<file path="config.mk">
export PLATFORM = sky130hd
export DESIGN_NAME = cgif_top
export DESIGN_NICKNAME = d
export VERILOG_FILES = /design/src/cgif_edge_det.v /design/src/cgif_top.v
export VERILOG_INCLUDE_DIRS = /design/src
export SDC_FILE = /design/constraint.sdc
export NUM_CORES = 1
export LEC_CHECK = 0
export BUFFER_PORTS_ARGS = -buffer_cell sky130_fd_sc_hd__clkbuf_2
export CAP_MARGIN = 20
export CELL_PAD_IN_SITES_DETAIL_PLACEMENT = 1
export CELL_PAD_IN_SITES_GLOBAL_PLACEMENT = 2
export CORE_ASPECT_RATIO = 1.25
export CORE_UTILIZATION = 29
export CTS_CLUSTER_SIZE = 14
export DETAILED_ROUTE_END_ITERATION = 8
export PLACE_DENSITY = 0.78
export SYNTH_ARGS = -nofsm -noshare
export SYNTH_HDL_FRONTEND = slang
export SYNTH_SLANG_ARGS = --single-unit
</file>
<file path="constraint.sdc">
create_clock -name SYS_CLK -period 3.35 [get_ports SYS_CLK]
set_clock_uncertainty 0.1 [all_clocks]
set_input_delay 0.5025 -clock SYS_CLK [delete_from_list [all_inputs] [get_ports SYS_CLK]]
set_output_delay 0.5025 -clock SYS_CLK [all_outputs]
set_load 0.03 [all_outputs]
</file>
<file path="src/cgif_defines.vh">
// Purpose: Shared constants of the clock generator interrupt flag block
// Assumes: Included by its bare name by every design file of the block
// Notes:   Register indices are word indices; byte address is index * 4
`ifndef CGIF_DEFINES_VH
`define CGIF_DEFINES_VH

// Data and source widths
`define CGIF_SRC_W 8
`define CGIF_AV_AW 8
`define CGIF_AV_DW 32
`define CGIF_AV_BW 4
`define CGIF_IDX_W 6
`define CGIF_IDX_LSB 2
`define CGIF_IDX_MSB 7

// Register word indices
`define CGIF_IDX_LIVE 6'h0d
`define CGIF_IDX_MASK 6'h0e
`define CGIF_IDX_POL 6'h0f
`define CGIF_IDX_FLAG 6'h10
`define CGIF_IDX_CTRL 6'h11
`define CGIF_IDX_EVT_STAT 6'h12
`define CGIF_IDX_EVT_MASK 6'h13

// Source bit positions, shared by mask, polarity, flag and live words
`define CGIF_B_PLL1_UNLOCK 7
`define CGIF_B_PLL1_INPUT_LOST 6
`define CGIF_B_PLL1_VCO_CAL 5
`define CGIF_B_PLL2_UNLOCK 4
`define CGIF_B_PLL2_INPUT_LOST 3
`define CGIF_B_PLL2_VCO_CAL 2
`define CGIF_B_PLL1_REF_RETURN 1
`define CGIF_B_PLL2_REF_RETURN 0

// Control word fields
`define CGIF_CTRL_W 2
`define CGIF_CTRL_EN 0
`define CGIF_CTRL_AND 1

// Block event word fields
`define CGIF_EVT_W 2
`define CGIF_EVT_INT_RISE 0
`define CGIF_EVT_FLAG_NEW 1

// Reset values
`define CGIF_RST_SRC 8'h00
`define CGIF_RST_CTRL 2'h0
`define CGIF_RST_EVT 2'h0
`define CGIF_RST_DATA 32'h0000_0000
`define CGIF_KEEP_ALL 8'hff

`endif

</file>
<file path="src/cgif_edge_det.v">
// Purpose: Per-source edge detector with a selectable edge polarity
// Assumes: Sources are synchronous to the clock
// Notes:   First cycle after reset only samples, so no false edge is seen
`timescale 1ns/1ps
`include "cgif_defines.vh"

module cgif_edge_det (
  input wire clk,
  input wire srst,
  input wire [`CGIF_SRC_W-1:0] src,
  input wire [`CGIF_SRC_W-1:0] pol,
  output wire [`CGIF_SRC_W-1:0] hit
);

  reg [`CGIF_SRC_W-1:0] prev_q;
  reg armed_q;

  ////////////////////////////////////////////////////////////////////////
  always @(posedge clk) begin
    if (srst) begin
      prev_q <= `CGIF_RST_SRC;
      armed_q <= 1'b0;
    end else begin
      prev_q <= src;
      armed_q <= 1'b1;
    end
  end

  ////////////////////////////////////////////////////////////////////////
  // A bit hits when it changed and its new level equals its polarity bit
  assign hit = {`CGIF_SRC_W{armed_q}} & (src ^ prev_q) &
    ~(src ^ pol);

endmodule

</file>
<file path="src/cgif_top.v">
// Purpose: Interrupt flag capture for a dual-PLL clock generator
// Assumes: Avalon-MM slave with waitrequest, byte address on AVS_ADDRESS
// Notes:   One wait cycle per access; sources synchronous to SYS_CLK
// What this block does
// - Watch eight sources: unlock, input lost, VCO cal per PLL, ref returns.
// - Mask bit per source, bit 7 down to 0; one keeps it out of STATUS_INT.
// - Polarity bit one makes a rising source edge set its flag.
// - Polarity bit zero makes a falling source edge set its flag.
// - Flag bit per source set on selected edge, held until cleared.
// - Writing zero to a flag bit clears it.
// - Flags change from edges only while the global enable is one.
// - Mask, polarity and flag bits reset to zero.
// - Unmasked flags combine by OR when select is zero, AND when one.
// - Combined interrupt output stays low while global enable is zero.
// - Input loss on a PLL hides that PLL's unlock source.
`timescale 1ns/1ps
`include "cgif_defines.vh"

module cgif_top (
  input wire SYS_CLK,
  input wire SRST,
  input wire [`CGIF_AV_AW-1:0] AVS_ADDRESS,
  input wire AVS_READ,
  input wire AVS_WRITE,
  input wire [`CGIF_AV_DW-1:0] AVS_WRITEDATA,
  input wire [`CGIF_AV_BW-1:0] AVS_BYTEENABLE,
  output wire [`CGIF_AV_DW-1:0] AVS_READDATA,
  output wire AVS_WAITREQUEST,
  input wire PLL1_UNLOCK_SRC,
  input wire PLL1_INPUT_LOST_SRC,
  input wire PLL1_VCO_CAL_SRC,
  input wire PLL2_UNLOCK_SRC,
  input wire PLL2_INPUT_LOST_SRC,
  input wire PLL2_VCO_CAL_SRC,
  input wire PLL1_REF_RETURN_SRC,
  input wire PLL2_REF_RETURN_SRC,
  output wire STATUS_INT,
  output wire IRQ
);

  ////////////////////////////////////////////////////////////////////////
  // Functions

  // Word index of a byte address matches a register index
  function idx_hit;
    input [`CGIF_AV_AW-1:0] addr;
    input [`CGIF_IDX_W-1:0] idx;
    begin
      idx_hit = (addr[`CGIF_IDX_MSB:`CGIF_IDX_LSB] == idx);
    end
  endfunction

  // Combine unmasked flags; all sources masked never raises the AND form
  function combine;
    input [`CGIF_SRC_W-1:0] flags;
    input [`CGIF_SRC_W-1:0] mask;
    input and_sel;
    reg [`CGIF_SRC_W-1:0] unmasked;
    begin
      unmasked = ~mask;
      if (and_sel) begin
        combine = (&(flags | mask)) & (|unmasked);
      end else begin
        combine = |(flags & unmasked);
      end
    end
  endfunction

  // Zero-extend an eight-bit register into a bus word
  function [`CGIF_AV_DW-1:0] ext8;
    input [`CGIF_SRC_W-1:0] v;
    begin
      ext8 = {{(`CGIF_AV_DW-`CGIF_SRC_W){1'b0}}, v};
    end
  endfunction

  ////////////////////////////////////////////////////////////////////////
  // Declarations

  reg [`CGIF_SRC_W-1:0] mask_q;
  reg [`CGIF_SRC_W-1:0] mask_d;
  reg [`CGIF_SRC_W-1:0] pol_q;
  reg [`CGIF_SRC_W-1:0] pol_d;
  reg [`CGIF_SRC_W-1:0] flag_q;
  reg [`CGIF_SRC_W-1:0] flag_d;
  reg [`CGIF_CTRL_W-1:0] ctrl_q;
  reg [`CGIF_CTRL_W-1:0] ctrl_d;
  reg [`CGIF_EVT_W-1:0] evt_q;
  reg [`CGIF_EVT_W-1:0] evt_d;
  reg [`CGIF_EVT_W-1:0] evt_mask_q;
  reg [`CGIF_EVT_W-1:0] evt_mask_d;
  reg status_q;
  reg status_d;
  reg irq_q;
  reg irq_d;
  reg ack_q;
  reg ack_d;
  reg [`CGIF_AV_DW-1:0] rdata_q;
  reg [`CGIF_AV_DW-1:0] rdata_d;
  reg [`CGIF_SRC_W-1:0] flag_keep;
  reg [`CGIF_EVT_W-1:0] evt_clr;

  wire [`CGIF_SRC_W-1:0] src_vec;
  wire [`CGIF_SRC_W-1:0] edge_hit;
  wire [`CGIF_SRC_W-1:0] flag_set;
  wire [`CGIF_EVT_W-1:0] evt_new;
  wire pll1_unlock_src;
  wire pll2_unlock_src;
  wire int_en;
  wire and_sel;
  wire req;
  wire wr_go;
  wire byte0_wr;
  wire comb_now;
  wire sel_live;
  wire sel_mask;
  wire sel_pol;
  wire sel_flag;
  wire sel_ctrl;
  wire sel_evt_stat;
  wire sel_evt_mask;

  ////////////////////////////////////////////////////////////////////////
  // Source vector

  // Loss of input takes precedence: the PLL also unlocks, but only the
  // input-lost source is reported so software sees the real cause
  assign pll1_unlock_src = PLL1_UNLOCK_SRC & ~PLL1_INPUT_LOST_SRC;
  assign pll2_unlock_src = PLL2_UNLOCK_SRC & ~PLL2_INPUT_LOST_SRC;

  assign src_vec[`CGIF_B_PLL1_UNLOCK] = pll1_unlock_src;
  assign src_vec[`CGIF_B_PLL1_INPUT_LOST] = PLL1_INPUT_LOST_SRC;
  assign src_vec[`CGIF_B_PLL1_VCO_CAL] = PLL1_VCO_CAL_SRC;
  assign src_vec[`CGIF_B_PLL2_UNLOCK] = pll2_unlock_src;
  assign src_vec[`CGIF_B_PLL2_INPUT_LOST] = PLL2_INPUT_LOST_SRC;
  assign src_vec[`CGIF_B_PLL2_VCO_CAL] = PLL2_VCO_CAL_SRC;
  assign src_vec[`CGIF_B_PLL1_REF_RETURN] = PLL1_REF_RETURN_SRC;
  assign src_vec[`CGIF_B_PLL2_REF_RETURN] = PLL2_REF_RETURN_SRC;

  ////////////////////////////////////////////////////////////////////////
  // Edge detection

  // Edges keep being tracked while disabled, so enabling later does not
  // report an edge that happened long before
  cgif_edge_det u_edge (
    .clk (SYS_CLK),
    .srst (SRST),
    .src (src_vec),
    .pol (pol_q),
    .hit (edge_hit)
  );

  assign int_en = ctrl_q[`CGIF_CTRL_EN];
  assign and_sel = ctrl_q[`CGIF_CTRL_AND];

  assign flag_set = edge_hit & {`CGIF_SRC_W{int_en}};

  ////////////////////////////////////////////////////////////////////////
  // Address decode

  // Word map, byte address = index * 4:
  //   0x34 live sources, read only, follows src_vec (unlock hidden by input loss) even while disabled
  //   0x38 source mask, one keeps a source out of STATUS_INT
  //   0x3c edge polarity, one picks the rising edge
  //   0x40 sticky flags, a written zero clears, a written one is ignored
  //   0x44 control, bit 0 global enable, bit 1 AND combine
  //   0x48 block events, write one to clear
  //   0x4c block event enables towards IRQ
  // Other words read as zero and drop writes, but are still answered
  assign sel_live = idx_hit(AVS_ADDRESS, `CGIF_IDX_LIVE);
  assign sel_mask = idx_hit(AVS_ADDRESS, `CGIF_IDX_MASK);
  assign sel_pol = idx_hit(AVS_ADDRESS, `CGIF_IDX_POL);
  assign sel_flag = idx_hit(AVS_ADDRESS, `CGIF_IDX_FLAG);
  assign sel_ctrl = idx_hit(AVS_ADDRESS, `CGIF_IDX_CTRL);
  assign sel_evt_stat = idx_hit(AVS_ADDRESS, `CGIF_IDX_EVT_STAT);
  assign sel_evt_mask = idx_hit(AVS_ADDRESS, `CGIF_IDX_EVT_MASK);

  ////////////////////////////////////////////////////////////////////////
  // Bus handshake

  // Every access waits exactly one cycle; the answer is ready from flops
  assign req = AVS_READ | AVS_WRITE;
  assign AVS_WAITREQUEST = req & ~ack_q;
  assign wr_go = AVS_WRITE & ack_q;
  assign byte0_wr = wr_go & AVS_BYTEENABLE[0];
  assign AVS_READDATA = rdata_q;

  always @* begin
    ack_d = req & ~ack_q;
  end

  // Read data is captured during the wait cycle and held while ack_q is up
  always @* begin
    rdata_d = rdata_q;
    if (AVS_READ & ~ack_q) begin
      if (sel_live) begin
        rdata_d = ext8(src_vec);
      end else if (sel_mask) begin
        rdata_d = ext8(mask_q);
      end else if (sel_pol) begin
        rdata_d = ext8(pol_q);
      end else if (sel_flag) begin
        rdata_d = ext8(flag_q);
      end else if (sel_ctrl) begin
        rdata_d = {{(`CGIF_AV_DW-`CGIF_CTRL_W){1'b0}}, ctrl_q};
      end else if (sel_evt_stat) begin
        rdata_d = {{(`CGIF_AV_DW-`CGIF_EVT_W){1'b0}}, evt_q};
      end else if (sel_evt_mask) begin
        rdata_d = {{(`CGIF_AV_DW-`CGIF_EVT_W){1'b0}}, evt_mask_q};
      end else begin
        rdata_d = `CGIF_RST_DATA;
      end
    end
  end

  ////////////////////////////////////////////////////////////////////////
  // Configuration registers

  always @* begin
    mask_d = mask_q;
    pol_d = pol_q;
    ctrl_d = ctrl_q;
    evt_mask_d = evt_mask_q;
    if (byte0_wr) begin
      if (sel_mask) begin
        mask_d = AVS_WRITEDATA[`CGIF_SRC_W-1:0];
      end
      if (sel_pol) begin
        pol_d = AVS_WRITEDATA[`CGIF_SRC_W-1:0];
      end
      if (sel_ctrl) begin
        ctrl_d = AVS_WRITEDATA[`CGIF_CTRL_W-1:0];
      end
      if (sel_evt_mask) begin
        evt_mask_d = AVS_WRITEDATA[`CGIF_EVT_W-1:0];
      end
    end
  end

  ////////////////////////////////////////////////////////////////////////
  // Sticky flags

  // A zero bit in the written word clears; a one keeps the stored bit
  always @* begin
    flag_keep = `CGIF_KEEP_ALL;
    if (byte0_wr & sel_flag) begin
      flag_keep = AVS_WRITEDATA[`CGIF_SRC_W-1:0];
    end
  end

  // An edge in the clearing cycle wins, so no event is lost
  always @* begin
    flag_d = (flag_q & flag_keep) | flag_set;
  end

  ////////////////////////////////////////////////////////////////////////
  // Combined interrupt

  // Uses the next flag value so the output changes on the same edge as the flags
  assign comb_now = combine(flag_d, mask_d, ctrl_d[`CGIF_CTRL_AND]);

  always @* begin
    status_d = ctrl_d[`CGIF_CTRL_EN] & comb_now;
  end

  assign STATUS_INT = status_q;

  ////////////////////////////////////////////////////////////////////////
  // Block event status and processor interrupt

  assign evt_new[`CGIF_EVT_INT_RISE] = status_d & ~status_q;
  assign evt_new[`CGIF_EVT_FLAG_NEW] = |(flag_set & ~flag_q);

  always @* begin
    evt_clr = `CGIF_RST_EVT;
    if (byte0_wr & sel_evt_stat) begin
      evt_clr = AVS_WRITEDATA[`CGIF_EVT_W-1:0];
    end
  end

  // Write one to clear; a new event in the same cycle keeps its bit set
  always @* begin
    evt_d = (evt_q & ~evt_clr) | evt_new;
  end

  // Event mask bits are enables: one lets the event reach IRQ
  always @* begin
    irq_d = |(evt_d & evt_mask_d);
  end

  assign IRQ = irq_q;

  ////////////////////////////////////////////////////////////////////////
  // State

  // Configuration words; after reset no source is masked and every
  // source waits for a falling edge
  always @(posedge SYS_CLK) begin
    if (SRST) begin
      mask_q <= `CGIF_RST_SRC;
      pol_q <= `CGIF_RST_SRC;
      ctrl_q <= `CGIF_RST_CTRL;
      evt_mask_q <= `CGIF_RST_EVT;
    end else begin
      mask_q <= mask_d;
      pol_q <= pol_d;
      ctrl_q <= ctrl_d;
      evt_mask_q <= evt_mask_d;
    end
  end

  // Sticky flags and block events
  always @(posedge SYS_CLK) begin
    if (SRST) begin
      flag_q <= `CGIF_RST_SRC;
      evt_q <= `CGIF_RST_EVT;
    end else begin
      flag_q <= flag_d;
      evt_q <= evt_d;
    end
  end

  // STATUS_INT and IRQ are registered so they never glitch on a bus write
  always @(posedge SYS_CLK) begin
    if (SRST) begin
      status_q <= 1'b0;
      irq_q <= 1'b0;
    end else begin
      status_q <= status_d;
      irq_q <= irq_d;
    end
  end

  // Bus answer
  always @(posedge SYS_CLK) begin
    if (SRST) begin
      ack_q <= 1'b0;
      rdata_q <= `CGIF_RST_DATA;
    end else begin
      ack_q <= ack_d;
      rdata_q <= rdata_d;
    end
  end

endmodule

</file>
==> reports/results.tsv <==
stage	metric	value	unit
worst_hold_path	worst hold path class	primary input to flop	
floorplanning	Core Region	9271	um2
outcome	outcome	finished clean	
global_route	total congestion overflow	0	
logic_synthesis	post-synthesis adder-cell area fraction	0	
setup_path	crit start category	primary input	
logic_synthesis	area fraction in compound gates after synthesis	0.1890	
clock_network	worst-skew pair later-pin latency	0.29	ns
logic_synthesis	main combinational cell family by area after synthesis	simple AND/OR/NAND/NOR gates	
setup_path	WS Path Type	primary input to flop	
job	MaxCap Viol Count	0	
timing	Slew @ Worst Pin	0.7014	ns
layout	area delta synth->final	13.08	%
routing	post-route ant nets	0	
placed_design	DP HPWL	6067	um
layout	commonest non-fill, non-tap cell in the layout	dfxtp_1	
routing	drt pass-1 iters	5	
power_and_ir_drop	Lkg Pwr	1.288	nW
timing	Final Hold Fails	0	
placed_design	DP Worst Slack	0.4718	ns
logic_synthesis	ys async rst share	0	
clock_network	clock slew at reported path FFs	0.07	ns
logic_synthesis	commonest register cell after synthesis	dfxtp_1	
clock_network	setup bufs post-CTS	0	
logic_synthesis	Synth Area in Simple Gates	0.2391	
floorplanning	Initial Util	0.3013	
logic_synthesis	number of enable flip-flop cells after synthesis	0	
routing	via count	2460	
global_route	Total GRT Usage	0.1643	
floorplanning	placement row count	39	
floorplanning	Die Y	111.7	um
logic_synthesis	Synthesis Warnings	0	
layout	final instance area	3159	um2
setup_path	Critical Path RT	3.39	ns
global_route	first-pass GRT wire length	12850	um
setup_path	Worst Path Max Fanout	10	
power_and_ir_drop	peak supply drop	0.2043	mV
global_route	vias in the first global route	2453	
timing	WHS	0.3746	ns
routing	DRT Wirelength	7987	um
power_and_ir_drop	power density over the cells	407.8	nW/um2
routing	vias per inst	5.234	
placed_design	GP Congestion	0.8147	
global_route	antenna violations before repair	0	
layout	final core utilization	0.3408	
floorplanning	IO Pins	91	
timing	fin crit share	0.7722	
routing	routed len/inst	16.99	um
timing	setup TNS	0	ns
timing	Max Clock Freq	386.6	MHz
logic_synthesis	xor and xnor area share after synthesis	0	
layout	most frequent cells in the layout	dfxtp_1, nor2_1, clkbuf_2	
floorplanning	area of the die	10030	um2
floorplanning	Die W	89.79	um
layout	Antenna diodes	0	
clock_network	clock tree buffer depth	2	
clock_network	hold_buf cts	0	
layout	layout cells sized above 1	0.2133	
clock_network	total CTS buffers	5	
clock_network	root buffer cell	clkbuf_16	
logic_synthesis	Mapped Cells	313	
placed_design	Placed Instance Area	3012	um2
timing	fin. max-slew vios	0	
clock_network	CTS tree	done	
clock_network	# resized after CTS	0	
timing	final setup vio count	0	
logic_synthesis	register area share after synthesis	0.3583	
logic_synthesis	synthesis-stage register bit count	50	
setup_path	Worst EP arrival	2.63	ns
placed_design	PortBufs	37	
routing	1st-iter DRT viols	149	
logic_synthesis	mux contribution to synthesized area	0.1124	
clock_network	number of clock sinks	50	
timing	Final Critical Period	2.587	ns
routing	DRC viols	0	
logic_synthesis	Post-Syn Area	2794	um2
clock_network	H-tree depth	2	
logic_synthesis	syn_area_per_cell	8.926	um2
timing	Slew HR	0.5324	
global_route	largest net degree at the start of global routing	33	
layout	layout net count	402	
setup_path	CP Capture Type	flop	
logic_synthesis	Distinct cells, synth	53	
timing	worst setup margin	0.7630	ns
timing	RSZ-0062 raised after global routing	false	
-- routing by layer --
metal	vias up	routed length (um)	track usage
li1	1179	-	-
met1	1205	3512	0.1966
met2	68	4048	0.2944
met3	8	309	0.02664
met4	0	116	0.06011
met5	-	0	0
-- synthesized netlist by cell type (all sizes together) (3+ instances only) --
cell    number  area [um2]
or3b         5       43.79
and2         4       25.02
o221ai       3       32.53
a21oi       12       67.57
inv          7       26.28
nor2b       10       62.56
nand2        9       33.78
a211oi       8       60.06
mux2i       19       190.2
o211ai       3       22.52
nand3b       5       37.54
nand2b       7       43.79
nand3        6       30.03
nor3         3       15.01
a222oi       9       90.09
buf         33       226.5
nor2        47       176.4
o21ai        6       30.03
o41a         6       67.56
dfxtp       50        1001
and4bb       4       50.04
a31oi        4       25.02
nor4         3       18.77
o31ai        5       37.54
clkbuf       7       26.28
nand4        5       31.28
mux2         9       101.4
-- power by group --
group / internal (mW) / total [mW] / switching (mW)
logic: 0.0412 / 0.152 / 0.111
registers: 0.607 / 0.613 / 0.00625
clock network: 0.297 / 0.524 / 0.227
-- through the flow --
step	cells	power [mW]
2_1_floorplan	336	0.7500
3_3_place_gp	462	0.7763
3_5_place_dp	462	0.7786
4_1_cts	470	1.302
5_1_grt	470	1.343
6_report	470	1.288
-- state kept, by name, summed over array words and instances, names as in the netlist --
| register | cells |
|---|---|
| u_edge.prev_q | 8 |
| u_edge.armed_q | 1 |
| evt_q | 2 |
| STATUS_INT | 1 |
| mask_q | 8 |
| AVS_READDATA | 8 |
| ack_q | 1 |
| evt_mask_q | 2 |
| ctrl_q | 2 |
| flag_q | 8 |
| IRQ | 1 |
| pol_q | 8 |
-- worst paths after layout --
check / from / to / slack [ns] / depth (start not counted)
min reg2reg: AVS_READDATA[6] / AVS_READDATA[6] / 0.40 / 2
max reg2reg: ack_q / evt_q[0] / 0.76 / 6
max: AVS_ADDRESS[5] / evt_q[0] / 0.76 / 7
min: PLL1_VCO_CAL_SRC / u_edge.prev_q[5] / 0.37 / 2
-- logic make-up (layout without fill, tap and decap cells) --
| kind of cell | Yosys count | after routing |
|---|---|---|
| AO/OA/AOI/OAI | 67 | 67 |
| buffers and inverters | 47 | 58 |
| AND/OR/NAND/NOR | 119 | 119 |
| other | 1 | 24 |
| flip-flops | 50 | 50 |
| multiplexers | 29 | 29 |
-- worst max-delay path, cell delays in order --
cell and delay, ns:
clkbuf_2 0.11, or4b_4 0.64, o41a_1 0.48, o221ai_1 0.24
o2111ai_1 0.21, o41ai_1 0.36, a211oi_1 0.09
-- cell type report --
class | instances | area, um2
fillers | 1110 | 6112
multi-input cells | 239 | 1600
flip-flops and latches | 50 | 1001
repair buffers | 43 | 230.2
well taps | 123 | 153.9
clock buffers | 7 | 142.6
inverters | 7 | 26.28
clock inverters | 1 | 5.005
Power figures use the tool's default switching activity.
